[src/hdl/mmrd_map.svh]
`ifndef MMRD_MAP_SVH
`define MMRD_MAP_SVH
// serial timing
`define MMRD_CLK_NS      50
`define MMRD_BIT_NS      32000
`define MMRD_BIT_CYC     ((`MMRD_BIT_NS + `MMRD_CLK_NS - 1) / `MMRD_CLK_NS)
// register offsets
`define MMRD_REG_CTRL    4'h0
`define MMRD_REG_FLAGS   4'h1
`define MMRD_REG_MAIN    4'h2
`define MMRD_REG_SUBMIX  4'h3
`define MMRD_REG_NAV     4'h4
`define MMRD_REG_REC     4'h5
`define MMRD_REG_BLOCK   4'h6
`define MMRD_REG_PRESET  4'h7
// control bit positions and reset value
`define MMRD_CTRL_SA     0
`define MMRD_CTRL_RC     1
`define MMRD_CTRL_HOST   2
`define MMRD_CTRL_RST    3'h0
// note numbers on channel 1
`define MMRD_NOTE_DIM    7'h5D
`define MMRD_NOTE_TALK   7'h5E
`define MMRD_NOTE_RECALL 7'h5F
`define MMRD_NOTE_MONO   7'h2A
`define MMRD_NOTE_SPKB   7'h32
`define MMRD_NOTE_CUE0   7'h3E
`define MMRD_NOTE_CUE4   7'h42
`define MMRD_NOTE_SNAP0  7'h36
`define MMRD_NOTE_SNAP7  7'h3D
`define MMRD_NOTE_SETUP5 7'h3B
`define MMRD_NOTE_TRIM   7'h2D
`define MMRD_NOTE_MUTE   7'h2C
`define MMRD_NOTE_SOLO   7'h2B
// controllers and values
`define MMRD_CC_VOLUME   7'h07
`define MMRD_CC_GAIN     7'h09
`define MMRD_CC_PRESET   7'h0C
`define MMRD_CC_FADER0   7'h66
`define MMRD_CC_FADER15  7'h75
`define MMRD_CC_SUB0     7'h68
`define MMRD_CC_SUB15    7'h77
`define MMRD_GAIN_MAX    7'h41
`define MMRD_UNITY       7'h68
`define MMRD_COL_MAX     6'h38
`endif

[src/hdl/mmrd_pkg.sv]
package mmrd_pkg;
	typedef enum logic [1:0] {
		UART_IDLE  = 2'b00,
		UART_START = 2'b01,
		UART_DATA  = 2'b10,
		UART_STOP  = 2'b11
	} mmrd_uart_state_type;
	typedef struct packed {
		logic solo;
		logic mute;
		logic trim;
		logic speaker_b;
		logic mono;
		logic recall;
		logic talkback;
		logic dim;
	} mmrd_flags_type;
endpackage

[src/hdl/mmrd_uart_rx.sv]
`timescale 1ns/100ps
`include "mmrd_map.svh"
module mmrd_uart_rx #(
	parameter int BIT_CYCLES = `MMRD_BIT_CYC
)(
	input  wire logic       mclk,
	input  wire logic       rst_n,
	input  wire logic       rx_pin,
	output logic            byte_valid,
	output logic [7:0]      byte_data
);
	import mmrd_pkg::*;
	localparam logic [15:0] FULL = 16'(BIT_CYCLES - 1);
	localparam logic [15:0] HALF = 16'(BIT_CYCLES / 2 - 1);
	logic                sync1_r;
	logic                sync2_r;
	logic [15:0]         cnt_r;
	logic [2:0]          bit_r;
	mmrd_uart_state_type state_r;

	generate if (BIT_CYCLES < 8 || BIT_CYCLES > 65535) begin : g_chk
		$error("BIT_CYCLES out of range");
	end endgenerate

	// two-stage pin synchroniser
	always_ff @(posedge mclk) begin
		sync1_r <= rst_n ? rx_pin : 1'b1;
		sync2_r <= rst_n ? sync1_r : 1'b1;
	end

	// mid-bit sampling, framing check on stop bit
	always_ff @(posedge mclk) begin
		if (!rst_n) begin
			state_r    <= UART_IDLE;
			cnt_r      <= '0;
			bit_r      <= '0;
			byte_data  <= '0;
			byte_valid <= 1'b0;
		end else begin
			byte_valid <= 1'b0;
			if (state_r != UART_IDLE && cnt_r != 16'h0000) begin
				cnt_r <= cnt_r - 16'h0001;
			end else begin
				cnt_r <= FULL;
				case (state_r)
					UART_IDLE: if (!sync2_r) begin
						state_r <= UART_START;
						cnt_r   <= HALF;
					end
					UART_START: state_r <= sync2_r ? UART_IDLE : UART_DATA;
					UART_DATA: begin
						byte_data <= {sync2_r, byte_data[7:1]};
						bit_r     <= bit_r + 3'h1;
						if (bit_r == 3'h7) state_r <= UART_STOP;
					end
					UART_STOP: begin
						byte_valid <= sync2_r;
						state_r    <= UART_IDLE;
					end
					default: state_r <= UART_IDLE;
				endcase
			end
		end
	end
endmodule

[src/hdl/mmrd_uart_tx.sv]
`timescale 1ns/100ps
`include "mmrd_map.svh"
module mmrd_uart_tx #(
	parameter int BIT_CYCLES = `MMRD_BIT_CYC
)(
	input  wire logic       mclk,
	input  wire logic       rst_n,
	input  wire logic       send,
	input  wire logic [7:0] send_data,
	output logic            busy,
	output logic            tx_pin
);
	import mmrd_pkg::*;
	localparam logic [15:0] FULL = 16'(BIT_CYCLES - 1);
	logic [15:0]         cnt_r;
	logic [2:0]          bit_r;
	logic [7:0]          shift_r;
	mmrd_uart_state_type state_r;

	generate if (BIT_CYCLES < 8 || BIT_CYCLES > 65535) begin : g_chk
		$error("BIT_CYCLES out of range");
	end endgenerate

	assign busy = (state_r != UART_IDLE);

	// start, eight data bits lsb first, stop
	always_ff @(posedge mclk) begin
		if (!rst_n) begin
			state_r <= UART_IDLE;
			cnt_r   <= '0;
			bit_r   <= '0;
			shift_r <= '0;
			tx_pin  <= 1'b1;
		end else if (state_r == UART_IDLE) begin
			if (send) begin
				shift_r <= send_data;
				cnt_r   <= FULL;
				tx_pin  <= 1'b0;
				state_r <= UART_START;
			end
		end else if (cnt_r != 16'h0000) begin
			cnt_r <= cnt_r - 16'h0001;
		end else begin
			cnt_r <= FULL;
			case (state_r)
				UART_START, UART_DATA: begin
					tx_pin  <= shift_r[0];
					shift_r <= {1'b1, shift_r[7:1]};
					if (state_r == UART_START) begin
						state_r <= UART_DATA;
					end else begin
						bit_r <= bit_r + 3'h1;
						if (bit_r == 3'h7) state_r <= UART_STOP;
					end
				end
				UART_STOP: state_r <= UART_IDLE;
				default: state_r <= UART_IDLE;
			endcase
		end
	end
endmodule

[src/hdl/mmrd_top.sv]
`timescale 1ns/100ps
`include "mmrd_map.svh"
// Summary of operation
// - volume controller on channel 1 sets the primary main output level
// - channel 1 notes 5D, 5E, 5F drive dim, talkback and recall
// - channel 1 notes 2A and 32 drive mono and alternate speakers
// - note 3E cues main output, notes 3F to 42 cue phones 1 to 4
// - notes 36 to 3D recall snapshots 1 to 8
// - notes 2D, 2C, 2B drive trim mode, master mute, master solo
// - fader messages are three bytes: status Bx, controller, value
// - channels 1-4 first row, 5-8 middle row, 9-12 bottom row
// - controllers 102-117 are sixteen faders, channel picks group, 64 per row
// - value 68 is unity, 0 full attenuation, 7F maximum
// - channel 13 controller 66 toggles trim mode; submix select ends it unless a note or the toggle arrives that cycle
// - channel 13 controllers from 68 pick the bottom-row submix
// - controller 9 sets input gain up to 65 on channels 9-12 when enabled
// - controller 0C on channel 3 picks reverb preset, on channel 4 echo
// - remote control always works in submix view
// - stand-alone enable governs answering notes and sending notes
// - stand-alone keeps rows one and three, mute, select, submix; skips row two
// - stand-alone ignores talkback, mono, solo and monitor commands
// - stand-alone sends brief position and led data, never names or meters
// - fader block moves by one or eight channels and by rows
// - strip record buttons select the output bus of that strip
// - stand-alone notes 36 to 3B load device setups 1 to 6
module mmrd_top #(
	parameter int         BIT_CYCLES = `MMRD_BIT_CYC,
	parameter logic [3:0] GAIN_FIRST = 4'h8,
	parameter logic [3:0] GAIN_LAST  = 4'hB
)(
	input  wire logic            mclk,
	input  wire logic            rst_n,
	input  wire logic            midi_rx,
	output logic                 midi_tx,
	input  wire logic [3:0]      reg_addr,
	input  wire logic [7:0]      reg_wdata,
	input  wire logic            reg_we,
	input  wire logic            reg_re,
	output logic [7:0]           reg_rdata,
	output mmrd_pkg::mmrd_flags_type mixer_flags,
	output logic [6:0]           main_level,
	output logic                 fader_we,
	output logic [1:0]           fader_row,
	output logic [5:0]           fader_index,
	output logic [6:0]           fader_value,
	output logic                 fader_unity,
	output logic [3:0]           submix_sel,
	output logic [2:0]           cue_sel,
	output logic                 recall_we,
	output logic                 recall_setup,
	output logic [2:0]           recall_num,
	output logic                 gain_we,
	output logic [3:0]           gain_input,
	output logic [6:0]           gain_value,
	output logic [3:0]           reverb_preset,
	output logic [3:0]           echo_preset,
	output logic [1:0]           block_row,
	output logic [5:0]           block_col
);
	import mmrd_pkg::*;

	generate if (GAIN_FIRST > GAIN_LAST) begin : g_chk
		$error("gain channel range reversed");
	end endgenerate
	logic       rx_valid;
	logic [7:0] rx_byte;
	logic       tx_busy;
	logic       tx_send;
	logic [7:0] tx_byte;
	logic [2:0] ctrl_r;
	logic [7:0] run_status_r;
	logic [6:0] first_r;
	logic       have_first_r;
	logic       msg_r;
	logic [7:0] st_r;
	logic [6:0] d1_r;
	logic [6:0] d2_r;
	logic       disp_req_r;
	logic       led_req_r;
	logic [6:0] led_note_r;
	logic [6:0] led_val_r;
	logic [1:0] tx_idx_r;
	logic [7:0] tx_b1_r;
	logic [7:0] tx_b2_r;
	logic       standalone_remote_enable;
	logic       remote_control_enable;
	logic       act;
	logic [3:0] ch;
	logic       is_cc;
	logic       note_hit;
	logic       cc_trim;
	logic       cc_submix;
	logic       fader_hit;
	logic [1:0] hit_row;
	logic       nav_we;
	logic       rec_we;
	logic [5:0] step;
	mmrd_uart_rx #(
		.BIT_CYCLES (BIT_CYCLES)
	) u_rx (
		.mclk       (mclk),
		.rst_n      (rst_n),
		.rx_pin     (midi_rx),
		.byte_valid (rx_valid),
		.byte_data  (rx_byte)
	);
	mmrd_uart_tx #(
		.BIT_CYCLES (BIT_CYCLES)
	) u_tx (
		.mclk      (mclk),
		.rst_n     (rst_n),
		.send      (tx_send),
		.send_data (tx_byte),
		.busy      (tx_busy),
		.tx_pin    (midi_tx)
	);
	// control register and register-bus strobes
	assign standalone_remote_enable = ctrl_r[`MMRD_CTRL_SA];
	assign remote_control_enable    = ctrl_r[`MMRD_CTRL_RC];
	assign nav_we = reg_we && reg_addr == `MMRD_REG_NAV;
	assign rec_we = reg_we && reg_addr == `MMRD_REG_REC;
	always_ff @(posedge mclk) begin
		if (!rst_n) begin
			ctrl_r <= `MMRD_CTRL_RST;
		end else if (reg_we && reg_addr == `MMRD_REG_CTRL) begin
			ctrl_r <= reg_wdata[2:0];
		end
	end
	// read data, one cycle after the strobe
	always_ff @(posedge mclk) begin
		if (!rst_n) begin
			reg_rdata <= '0;
		end else if (reg_re) begin
			case (reg_addr)
				`MMRD_REG_CTRL:   reg_rdata <= {5'h00, ctrl_r};
				`MMRD_REG_FLAGS:  reg_rdata <= mixer_flags;
				`MMRD_REG_MAIN:   reg_rdata <= {1'b0, main_level};
				`MMRD_REG_SUBMIX: reg_rdata <= {1'b0, cue_sel, submix_sel};
				`MMRD_REG_BLOCK:  reg_rdata <= {block_row, block_col};
				`MMRD_REG_PRESET: reg_rdata <= {echo_preset, reverb_preset};
				default:          reg_rdata <= 8'h00;
			endcase
		end else begin
			reg_rdata <= 8'h00;
		end
	end
	// byte parser with running status; realtime bytes pass untouched
	always_ff @(posedge mclk) begin
		if (!rst_n) begin
			run_status_r <= 8'h00;
			first_r      <= '0;
			have_first_r <= 1'b0;
			msg_r        <= 1'b0;
			st_r         <= 8'h00;
			d1_r         <= '0;
			d2_r         <= '0;
		end else begin
			msg_r <= 1'b0;
			if (rx_valid && rx_byte < 8'hF8) begin
				if (rx_byte[7]) begin
					run_status_r <= (rx_byte < 8'hF0) ? rx_byte : 8'h00;
					have_first_r <= 1'b0;
				end else if (run_status_r != 8'h00) begin
					if (run_status_r[7:5] == 3'b110) begin
						have_first_r <= 1'b0; // two-byte kinds dropped
					end else if (!have_first_r) begin
						first_r      <= rx_byte[6:0];
						have_first_r <= 1'b1;
					end else begin
						have_first_r <= 1'b0;
						msg_r        <= 1'b1;
						st_r         <= run_status_r;
						d1_r         <= first_r;
						d2_r         <= rx_byte[6:0];
					end
				end
			end
		end
	end
	// message classification
	assign act      = standalone_remote_enable || (ctrl_r[`MMRD_CTRL_HOST] && remote_control_enable);
	assign ch       = st_r[3:0];
	assign is_cc    = msg_r && act && st_r[7:4] == 4'hB;
	assign note_hit = msg_r && act && st_r == 8'h90 && d2_r != 7'h00;
	assign cc_trim  = is_cc && ch == 4'hC && d1_r == `MMRD_CC_FADER0;
	assign cc_submix = is_cc && ch == 4'hC && d1_r >= `MMRD_CC_SUB0 && d1_r <= `MMRD_CC_SUB15;
	assign hit_row  = ch[3:2];
	assign fader_hit = is_cc && ch < 4'hC && d1_r >= `MMRD_CC_FADER0 && d1_r <= `MMRD_CC_FADER15
		&& !(standalone_remote_enable && hit_row == 2'h1);

	// toggled mixer functions on channel 1 notes
	always_ff @(posedge mclk) begin
		if (!rst_n) begin
			mixer_flags <= '0;
		end else if (note_hit) begin
			case (d1_r)
				`MMRD_NOTE_DIM:    mixer_flags.dim <= ~mixer_flags.dim;
				`MMRD_NOTE_TALK:   if (!standalone_remote_enable) mixer_flags.talkback <= ~mixer_flags.talkback;
				`MMRD_NOTE_RECALL: mixer_flags.recall <= ~mixer_flags.recall;
				`MMRD_NOTE_MONO:   if (!standalone_remote_enable) mixer_flags.mono <= ~mixer_flags.mono;
				`MMRD_NOTE_SPKB:   mixer_flags.speaker_b <= ~mixer_flags.speaker_b;
				`MMRD_NOTE_TRIM:   mixer_flags.trim <= ~mixer_flags.trim;
				`MMRD_NOTE_MUTE:   mixer_flags.mute <= ~mixer_flags.mute;
				`MMRD_NOTE_SOLO:   if (!standalone_remote_enable) mixer_flags.solo <= ~mixer_flags.solo;
				default: ;
			endcase
		end else if (cc_trim) begin
			mixer_flags.trim <= ~mixer_flags.trim;
		end else if (cc_submix || (rec_we && reg_wdata[7:3] == 5'h00)) begin
			mixer_flags.trim <= 1'b0;
		end
	end

	// cue of main output or phones mixes
	always_ff @(posedge mclk) begin
		if (!rst_n) begin
			cue_sel <= '0;
		end else if (note_hit && !standalone_remote_enable
			&& d1_r >= `MMRD_NOTE_CUE0 && d1_r <= `MMRD_NOTE_CUE4) begin
			cue_sel <= 3'(d1_r - `MMRD_NOTE_CUE0);
		end
	end

	// snapshot recall, or device setup load in stand-alone
	always_ff @(posedge mclk) begin
		if (!rst_n) begin
			recall_we    <= 1'b0;
			recall_setup <= 1'b0;
			recall_num   <= '0;
		end else begin
			recall_we <= 1'b0;
			if (note_hit && d1_r >= `MMRD_NOTE_SNAP0 && d1_r <= `MMRD_NOTE_SNAP7) begin
				if (!standalone_remote_enable || d1_r <= `MMRD_NOTE_SETUP5) begin
					recall_we    <= 1'b1;
					recall_setup <= standalone_remote_enable;
					recall_num   <= 3'(d1_r - `MMRD_NOTE_SNAP0);
				end
			end
		end
	end

	// fader writes, always relative to the current submix
	always_ff @(posedge mclk) begin
		if (!rst_n) begin
			fader_we    <= 1'b0;
			fader_row   <= '0;
			fader_index <= '0;
			fader_value <= '0;
			fader_unity <= 1'b0;
		end else begin
			fader_we <= fader_hit;
			if (fader_hit) begin
				fader_row   <= hit_row;
				fader_index <= {ch[1:0], 4'(d1_r - `MMRD_CC_FADER0)};
				fader_value <= d2_r;
				fader_unity <= (d2_r == `MMRD_UNITY);
			end
		end
	end

	// main output volume
	always_ff @(posedge mclk) begin
		if (!rst_n) begin
			main_level <= '0;
		end else if (is_cc && ch == 4'h0 && d1_r == `MMRD_CC_VOLUME) begin
			main_level <= d2_r;
		end else if (reg_we && reg_addr == `MMRD_REG_MAIN) begin
			main_level <= reg_wdata[6:0];
		end
	end

	// input gain
	always_ff @(posedge mclk) begin
		if (!rst_n) begin
			gain_we    <= 1'b0;
			gain_input <= '0;
			gain_value <= '0;
		end else begin
			gain_we <= 1'b0;
			if (is_cc && remote_control_enable && d1_r == `MMRD_CC_GAIN && ch >= GAIN_FIRST
				&& ch <= GAIN_LAST && d2_r <= `MMRD_GAIN_MAX) begin
				gain_we    <= 1'b1;
				gain_input <= ch;
				gain_value <= d2_r;
			end
		end
	end

	// effect user presets, value 0 meaning preset 1
	always_ff @(posedge mclk) begin
		if (!rst_n) begin
			reverb_preset <= '0;
			echo_preset   <= '0;
		end else if (is_cc && d1_r == `MMRD_CC_PRESET && d2_r < 7'h10) begin
			if (ch == 4'h2) reverb_preset <= d2_r[3:0];
			if (ch == 4'h3) echo_preset <= d2_r[3:0];
		end
	end

	// current submix from controller or strip record button
	always_ff @(posedge mclk) begin
		if (!rst_n) begin
			submix_sel <= '0;
		end else if (cc_submix) begin
			submix_sel <= 4'(d1_r - `MMRD_CC_SUB0);
		end else if (rec_we && reg_wdata[7:3] == 5'h00) begin
			submix_sel <= 4'(block_col + {3'h0, reg_wdata[2:0]});
		end
	end

	// fader block navigation
	assign step = reg_wdata[1] ? 6'h08 : 6'h01;
	always_ff @(posedge mclk) begin
		if (!rst_n) begin
			block_row <= '0;
			block_col <= '0;
		end else if (nav_we) begin
			case (reg_wdata[2:0])
				3'h0, 3'h2: block_col <= (block_col < step) ? 6'h00 : block_col - step;
				3'h1, 3'h3: block_col <= (block_col > `MMRD_COL_MAX - step) ? `MMRD_COL_MAX : block_col + step;
				3'h4: if (block_row != 2'h0) block_row <= (standalone_remote_enable) ? 2'h0 : block_row - 2'h1;
				3'h5: if (block_row != 2'h2) block_row <= (standalone_remote_enable) ? 2'h2 : block_row + 2'h1;
				default: ;
			endcase
		end
	end

	// feedback requests; a new request beats the clear of the old one
	always_ff @(posedge mclk) begin
		if (!rst_n) begin
			disp_req_r <= 1'b0;
			led_req_r  <= 1'b0;
			led_note_r <= '0;
			led_val_r  <= '0;
		end else begin
			if (tx_idx_r == 2'h0 && !tx_busy) begin
				if (disp_req_r) disp_req_r <= 1'b0;
				else led_req_r <= 1'b0;
			end
			if (standalone_remote_enable && nav_we) disp_req_r <= 1'b1;
			if (standalone_remote_enable && note_hit && d1_r == `MMRD_NOTE_DIM) begin
				led_req_r  <= 1'b1;
				led_note_r <= d1_r;
				led_val_r  <= mixer_flags.dim ? 7'h00 : 7'h7F;
			end
		end
	end

	// three-byte sender: brief position or led state only
	assign tx_send = !tx_busy && (tx_idx_r != 2'h0 || disp_req_r || led_req_r);
	assign tx_byte = (tx_idx_r == 2'h1) ? tx_b1_r :
		(tx_idx_r == 2'h2) ? tx_b2_r :
		disp_req_r ? 8'hBF : 8'h90;

	always_ff @(posedge mclk) begin
		if (!rst_n) begin
			tx_idx_r <= '0;
			tx_b1_r  <= '0;
			tx_b2_r  <= '0;
		end else if (tx_send) begin
			tx_idx_r <= (tx_idx_r == 2'h2) ? 2'h0 : tx_idx_r + 2'h1;
			if (tx_idx_r == 2'h0) begin
				tx_b1_r <= disp_req_r ? {6'h00, block_row} : {1'b0, led_note_r};
				tx_b2_r <= disp_req_r ? {2'h0, block_col} : {1'b0, led_val_r};
			end
		end
	end
endmodule

[config.mk]
export PLATFORM = sky130hd
export DESIGN_NAME = mmrd_top
export DESIGN_NICKNAME = d
export VERILOG_FILES = /design/src/hdl/mmrd_pkg.sv /design/src/hdl/mmrd_uart_rx.sv /design/src/hdl/mmrd_uart_tx.sv /design/src/hdl/mmrd_top.sv
export VERILOG_INCLUDE_DIRS = /design/src /design/src/hdl
export SDC_FILE = /design/constraint.sdc
export NUM_CORES = 1
export LEC_CHECK = 0
export BUFFER_PORTS_ARGS = -buffer_cell sky130_fd_sc_hd__buf_2
export CORE_MARGIN = 1.5
export CORE_UTILIZATION = 55
export DETAILED_ROUTE_END_ITERATION = 7
export PLACE_DENSITY_LB_ADDON = 0.25
export SKIP_LAST_GASP = 1
export SLEW_MARGIN = 40
export SYNTH_ARGS = -nofsm -noshare
export SYNTH_HDL_FRONTEND = slang
export SYNTH_SLANG_ARGS = --single-unit
[constraint.sdc]
create_clock -name mclk -period 2.7 [get_ports mclk]
set_input_delay 0.27 -clock mclk [delete_from_list [all_inputs] [get_ports mclk]]
set_output_delay 0.27 -clock mclk [all_outputs]
set_load 0.05 [all_outputs]
After elaboration in Yosys (flattened, before gate mapping)
Cells that the tools add are included.
{ "totals": {"reg_bits": 218, "latchBits": 0, "mem_bits_rw": 0, "mem_bits_ro": 0, "input_bits": 17, "out_inout_bits": 81, "mem_count": 0} }
{ "op_classes": {"addsub": 15, "n_mul": 0, "div_mod_pow": 0, "magnitude_cmp": 18, "eq_ne": 51, "shifts": 0, "n_mux": 62, "n_bitwise": 20, "reduce_logical": 103} }
{ "ops": {"columns": ["cell", "count"], "rows": [
  ["16-bit 2-to-1 mux", 5],
  ["8-bit 2-to-1 mux", 7],
  ["8-bit case mux with 6 select lines", 1],
  ["1-bit logical AND", 40],
  ["7-bit by 6-bit == test with 1-bit output, second input constant", 5],
  ["7-bit == test, second input constant", 5],
  ["7-bit 2-to-1 mux", 5],
  ["2-bit AND reduction", 16],
  ["16-bit nonzero test", 2],
  ["16-bit by 1-bit subtractor with 16-bit output, second input constant", 2],
  ["7-bit less-or-equal comparator, second input constant", 4],
  ["2-bit 2-to-1 mux", 14],
  ["2-bit nonzero test", 12],
  ["1-bit 2-to-1 mux", 20],
  ["1-bit inverter", 20],
  ["6-bit 2-to-1 mux", 3],
  ["3-bit AND reduction", 6],
  ["4-bit by 2-bit == test with 1-bit output, second input constant", 4],
  ["4-bit by 3-bit == test with 1-bit output, second input constant", 4],
  ["8-bit less-than comparator, second input constant", 2],
  ["3-bit == test, second input constant", 5],
  ["7-bit by 4-bit == test with 1-bit output, second input constant", 2],
  ["7-bit by 6-bit >= comparator with 1-bit output, second input constant", 2],
  ["7-bit >= comparator, second input constant", 2],
  ["47 further kinds", 81]
]} }

Depth between registers and ports, before layout
{ "logic_depth": {"word_depth": 11, "depth_mapped": 9, "mapped_depth_nobuf": 8} }

Hierarchy
From an unflattened synthesis, not the netlist that was laid out.
{ "hier_totals": {"cells_unflattened": 1165, "hier_area_um2": 10149.7} }
{ "modules_own_cells": {"columns": ["mod", "n_inst", "cells_per_inst", "area_each_um2", "seq_area_each_um2"], "rows": [
  ["mmrd_top", 1, 816, 7083.0, 2962.8],
  ["mmrd_uart_tx", 1, 203, 1625.3, 600.6],
  ["mmrd_uart_rx", 1, 146, 1441.4, 640.6]
]} }

Least setup slack after synthesis
No wires, ideal clock.
{ "synth_path": {"path_kind": "reg2reg", "start": "reg u_tx.cnt_r[0]", "end": "reg u_tx.state_r[1]", "setup_time_ns": 0.128, "t_arrival_ns": 2.322, "t_required_ns": 2.572, "slack_ns": 0.250, "path_stages_with_launch": 9, "path_buffers": 1, "cell_sequence": "dfxtp_1 -> inv_1 -> ha_1 -> or3b_2 -> clkbuf_1 -> or4_4 -> o31ai_1 -> mux2i_1 -> nor2_1"} }
{ "synth_via": {"elab_chain_len": 3} }
{ "synth_rtl": {"columns": ["element", "line_no", "text"], "rows": [
  ["start: declaration", "mmrd_uart_tx.sv:15", "logic [15:0] cnt_r;"],
  ["start signal: assignment", "mmrd_uart_tx.sv:42", "cnt_r <= cnt_r - 16'h0001;"],
  ["16-bit nonzero test", "mmrd_uart_tx.sv:41", "end else if (cnt_r != 16'h0000) begin"],
  ["2-bit by 1-bit inequality test with 1-bit output (no line)", null, null],
  ["3-bit AND reduction (no line)", null, null],
  ["end signal: assignment", "mmrd_uart_tx.sv:39", "state_r <= UART_START;"],
  ["end signal: assignment", "mmrd_uart_tx.sv:50", "state_r <= UART_DATA;"],
  ["end signal: assignment", "mmrd_uart_tx.sv:53", "if (bit_r == 3'h7) state_r <= UART_STOP;"],
  ["end: declaration", "mmrd_uart_tx.sv:18", "mmrd_uart_state_type state_r;"]
]} }
No other way between the ends.
A chain may end at the register's enable or synchronous reset.

Final worst setup path
{ "layout_path": {"start": "reg st_r[5]", "end": "reg gain_input[2]"} }
{ "layout_via": {"elab_chain_len": 7} }
{ "layout_rtl": {"columns": ["element", "line_no", "text"], "rows": [
  ["start: declaration", "mmrd_top.sv:75", "logic [7:0] st_r;"],
  ["start signal: assignment", "mmrd_top.sv:172", "st_r <= run_status_r;"],
  ["4-bit == test", "mmrd_top.sv:183", "assign is_cc = msg_r && act && st_r[7:4] == 4'hB;"],
  ["1-bit logical AND", "mmrd_top.sv:183", null],
  ["1-bit logical AND", "mmrd_top.sv:280", "if (is_cc && remote_control_enable && d1_r == `MMRD_CC_GAIN && ch >= GAIN_FIRST"],
  ["1-bit logical AND (no line)", null, null],
  ["1-bit logical AND (2 in series)", "mmrd_top.sv:280", null],
  ["1-bit logical AND (no line)", null, null],
  ["end signal: assignment", "mmrd_top.sv:283", "gain_input <= ch;"],
  ["end: declaration", "mmrd_top.sv:53", "output logic [3:0] gain_input,"]
]} }
No other way between the ends.

==> results.yml <==
cts:
  ctsResizeCount: 0
  cts_buffers: 22
  cts_tree: "done"
  cts_buffer_depth: 3
  ctsHtreeMaxLevel: 1
  postCtsSetupBuffers: 0
  clkTransAtPathRegs_ps: 60
  clock_sinks: 210
  clock_latency_ps: 500
  cts-root-buf: "clkbuf_16"
sta:
  rsz0062_at_grt: "no"
  hold_violations: 0
  max_freq_mhz: 389
  slew_headroom_pct: 44.5
  setup_tns_ps: 0
  timing.final.crit_share_pct: 95.3
  slew_violations: 0
  period_needed_ps: 2570
  finClkSkew_ps: 10.6
  worst_pin_slew_ps: 824
  finalWorstSetupSlack_ps: 127
  finalSetupViolations: 0
floorplanning:
  dieArea_um2: 18700
  core_um2: 17400
  die_h_um: 137
  initial_core_util_pct: 56.5
  rows: 48
  die_x_um: 137
  io_pins: 98
logic_synthesis:
  yosys.cell_types.count: 74
  yosys_warnings: 0
  ys_seq_elements: 210
  synthFlopType: "dfxtp_1"
  synthArstFlopShare_pct: 0
  syn_avg_cell_area_um2: 8.61
  synth_fa_ha_area_share_pct: 4.14
  synth_top_family_by_area: "simple AND/OR/NAND/NOR gates"
  synth_edf_count: 0
  ys_seq_area_share_pct: 42.7
  synthMuxAreaShare_pct: 7.55
  synth_fp_nets: 1192
  synth_compound_area_share_pct: 16.7
  synth_xor_area_share_pct: 2.13
  synthCells: 1143
  yosys.area_share.simple_pct: 22.5
  syn-cell-area_um2: 9850
worst_hold_path:
  holdPathStages: 3
  hp-class: "primary input to flop"
  hold_path_end: "ctrl_r[1]$_SDFFE_PN0P_"
  worstHoldStart: "reg_wdata[1]"
worst_setup_path:
  worstSetupStartpointType: "flop"
  worstPathMaxFanout: 11
  ff2ff_path_depth: 5
  r2r-end: "gain_input[2]$_SDFFE_PN0P_"
  critPathKind: "flop to flop"
  required_ps: 3100
  r2r-start: "st_r[5]$_SDFFE_PN0P_"
  r2r_slack_ps: 130
  cp.arrival_ps: 2970
  end_kind: "flop"
cells_and_area:
  layout.nets: 1278
  fin_util_pct: 65.2
  num_antenna_cells: 0
  synthToLayoutAreaGrowth_pct: 15.4
  drive_above_1_share_pct: 15.7
  fin_cells: 1470
  fin_area_um2: 11400
power:
  cellPowerDensity_nw_per_um2: 696
  ir_drop_mv: 0.509
  leakagePower_nw: 4.61
flow_run:
  cap_violations: 0
grt:
  grt-ovfl-total: 0
  grt_max_degree: 72
  antenna_found_initial: 0
  grt_pass1_vias: 7924
  track_usage_pct: 26.8
  grt_first_pass_wirelength_um: 40500
run_status:
  status: "finished, final reports clean"
placed_design:
  post_dp_cell_area_um2: 10600
  post-dp-hpwl_um: 17700
  pre_cts_ws_ps: 133
  place_congestion: 0.974
  dp_cells: 1429
  io_buffers: 97
detailed_routing:
  dr.pass1.iters: 5
  antenna_left: 0
  drc: 0
  routed_wirelength_um: 25300
  wl_per_cell_um: 17.2
  via_count: 8800
  routed_via_density: 5.99
  drtIter0Drc: 731
==> per-stage QoR <==
step	power (mW)	hold slack, ps
after floorplan	4.56	371
after global placement	4.95	388
after detailed placement	4.99	393
after CTS	7.91	142
after global routing	8.24	166
final	7.91	161
==> cell usage after synthesis, drive strengths merged, types with 5 or more instances <==
cell type	n	area, µm²
clkbuf	65	244
dfxtp	210	4200
nor3	30	160
and3	9	56.3
nand3b	5	37.5
nor3b	5	37.5
nand2b	12	75.1
mux2i	72	721
o21ai	58	290
a21oi	62	310
nor2	110	413
xnor2	13	114
nor2b	12	75.1
ha	31	388
a22o	6	52.6
a211oi	32	240
inv	32	120
o31ai	6	45.0
or3	9	56.3
a22oi	19	143
buf	12	57.6
o21a	10	75.1
nor4	17	131
a31oi	10	62.6
xor2	11	96.3
nand4b	5	43.8
or4	13	101
o211ai	10	75.1
nand4	11	68.8
nand2	114	428
nand3	69	345
==> repair_timing <==
item                                   CTS  global route
setup endpoints to repair                0             0
endpoints found under the hold margin    1             0
hold buffers                             1             0
==> logic make-up after synthesis <==
| logic type | Yosys count |
|---|---|
| simple gates | 443 |
| compound gates | 251 |
| flops | 210 |
| mux | 74 |
| buf+inv | 109 |
| xor+xnor | 24 |
| fa+ha+maj | 32 |
==> layer usage <==
metal | vias to the layer above | GRT usage [%] | part of all wire [%] | wire [µm]
met1 | 4197 | 38.1 | 47 | 11800
met2 | 269 | 42.2 | 45 | 11400
met4 | 0 | 7.72 | 2.4 | 616
met5 | - | 0 | 0 | 0
met3 | 41 | 4.00 | 5.8 | 1460
li1 | 4293 | - | - | -
==> cells in the final DEF, fill, tap and decap left out, drive strengths merged, types with 11 or more instances in the layout <==
master,n
a211oi,32
a21oi,62
a22oi,19
buf,138
clkbuf,34
dfxtp,210
ha,31
inv,31
mux2i,72
nand2,114
nand2b,12
nand3,69
nand4,11
nor2,110
nor2b,12
nor3,30
nor4,17
o21ai,58
or4,13
xnor2,13
xor2,11
==> flip-flops by register name, summed over array words and instances, names as in the netlist, 8 cells and up, named ones only <==
name and flops:
mixer_flags 8, reg_rdata 8, run_status_r 8, st_r 8, u_rx.byte_data 8, u_rx.cnt_r 16
u_tx.cnt_r 16, u_tx.shift_r 8
==> worst max-delay path by stage <==
stage,end,from,depth (start not counted),slack [ps]
global route,gain_input[2]$_SDFFE_PN0P_,st_r[5]$_SDFFE_PN0P_,5,30
finish,gain_input[2]$_SDFFE_PN0P_,st_r[5]$_SDFFE_PN0P_,5,130
detailed placement,gain_input[2]$_SDFFE_PN0P_,st_r[5]$_SDFFE_PN0P_,5,130
CTS,gain_input[2]$_SDFFE_PN0P_,st_r[5]$_SDFFE_PN0P_,5,140
global placement,gain_input[2]$_SDFFE_PN0P_,st_r[5]$_SDFFE_PN0P_,5,190
floorplan,u_tx.state_r[1]$_SDFFE_PN0P_,u_tx.cnt_r[0]$_SDFFE_PN0P_,8,250
==> layout make-up <==
cell class / instances / area, µm²
clock buffers: 34 / 677
well taps: 225 / 282
fillers: 1489 / 6050
flip-flops and latches: 210 / 4200
inverters: 32 / 121
multi-input cells: 824 / 5230
repair buffers: 139 / 818
clock inverters: 6 / 32.5
==> power by group <==
group	internal, mW	total [mW]	leakage [nW]	switching [mW]
registers	3.25	3.38	1.70	0.137
clock network	1.72	2.95	0.352	1.22
logic	0.587	1.58	2.56	0.990
total	5.56	7.91	4.61	2.35
==> critical path: stages, from the launching register on <==
cell,delay (ps)
dfxtp_1,400
or3b_1,350
or4_1,490
or4_1,550
a21o_1,400
and3_1,280
Note: power is estimated with default switching activity, not from simulation.
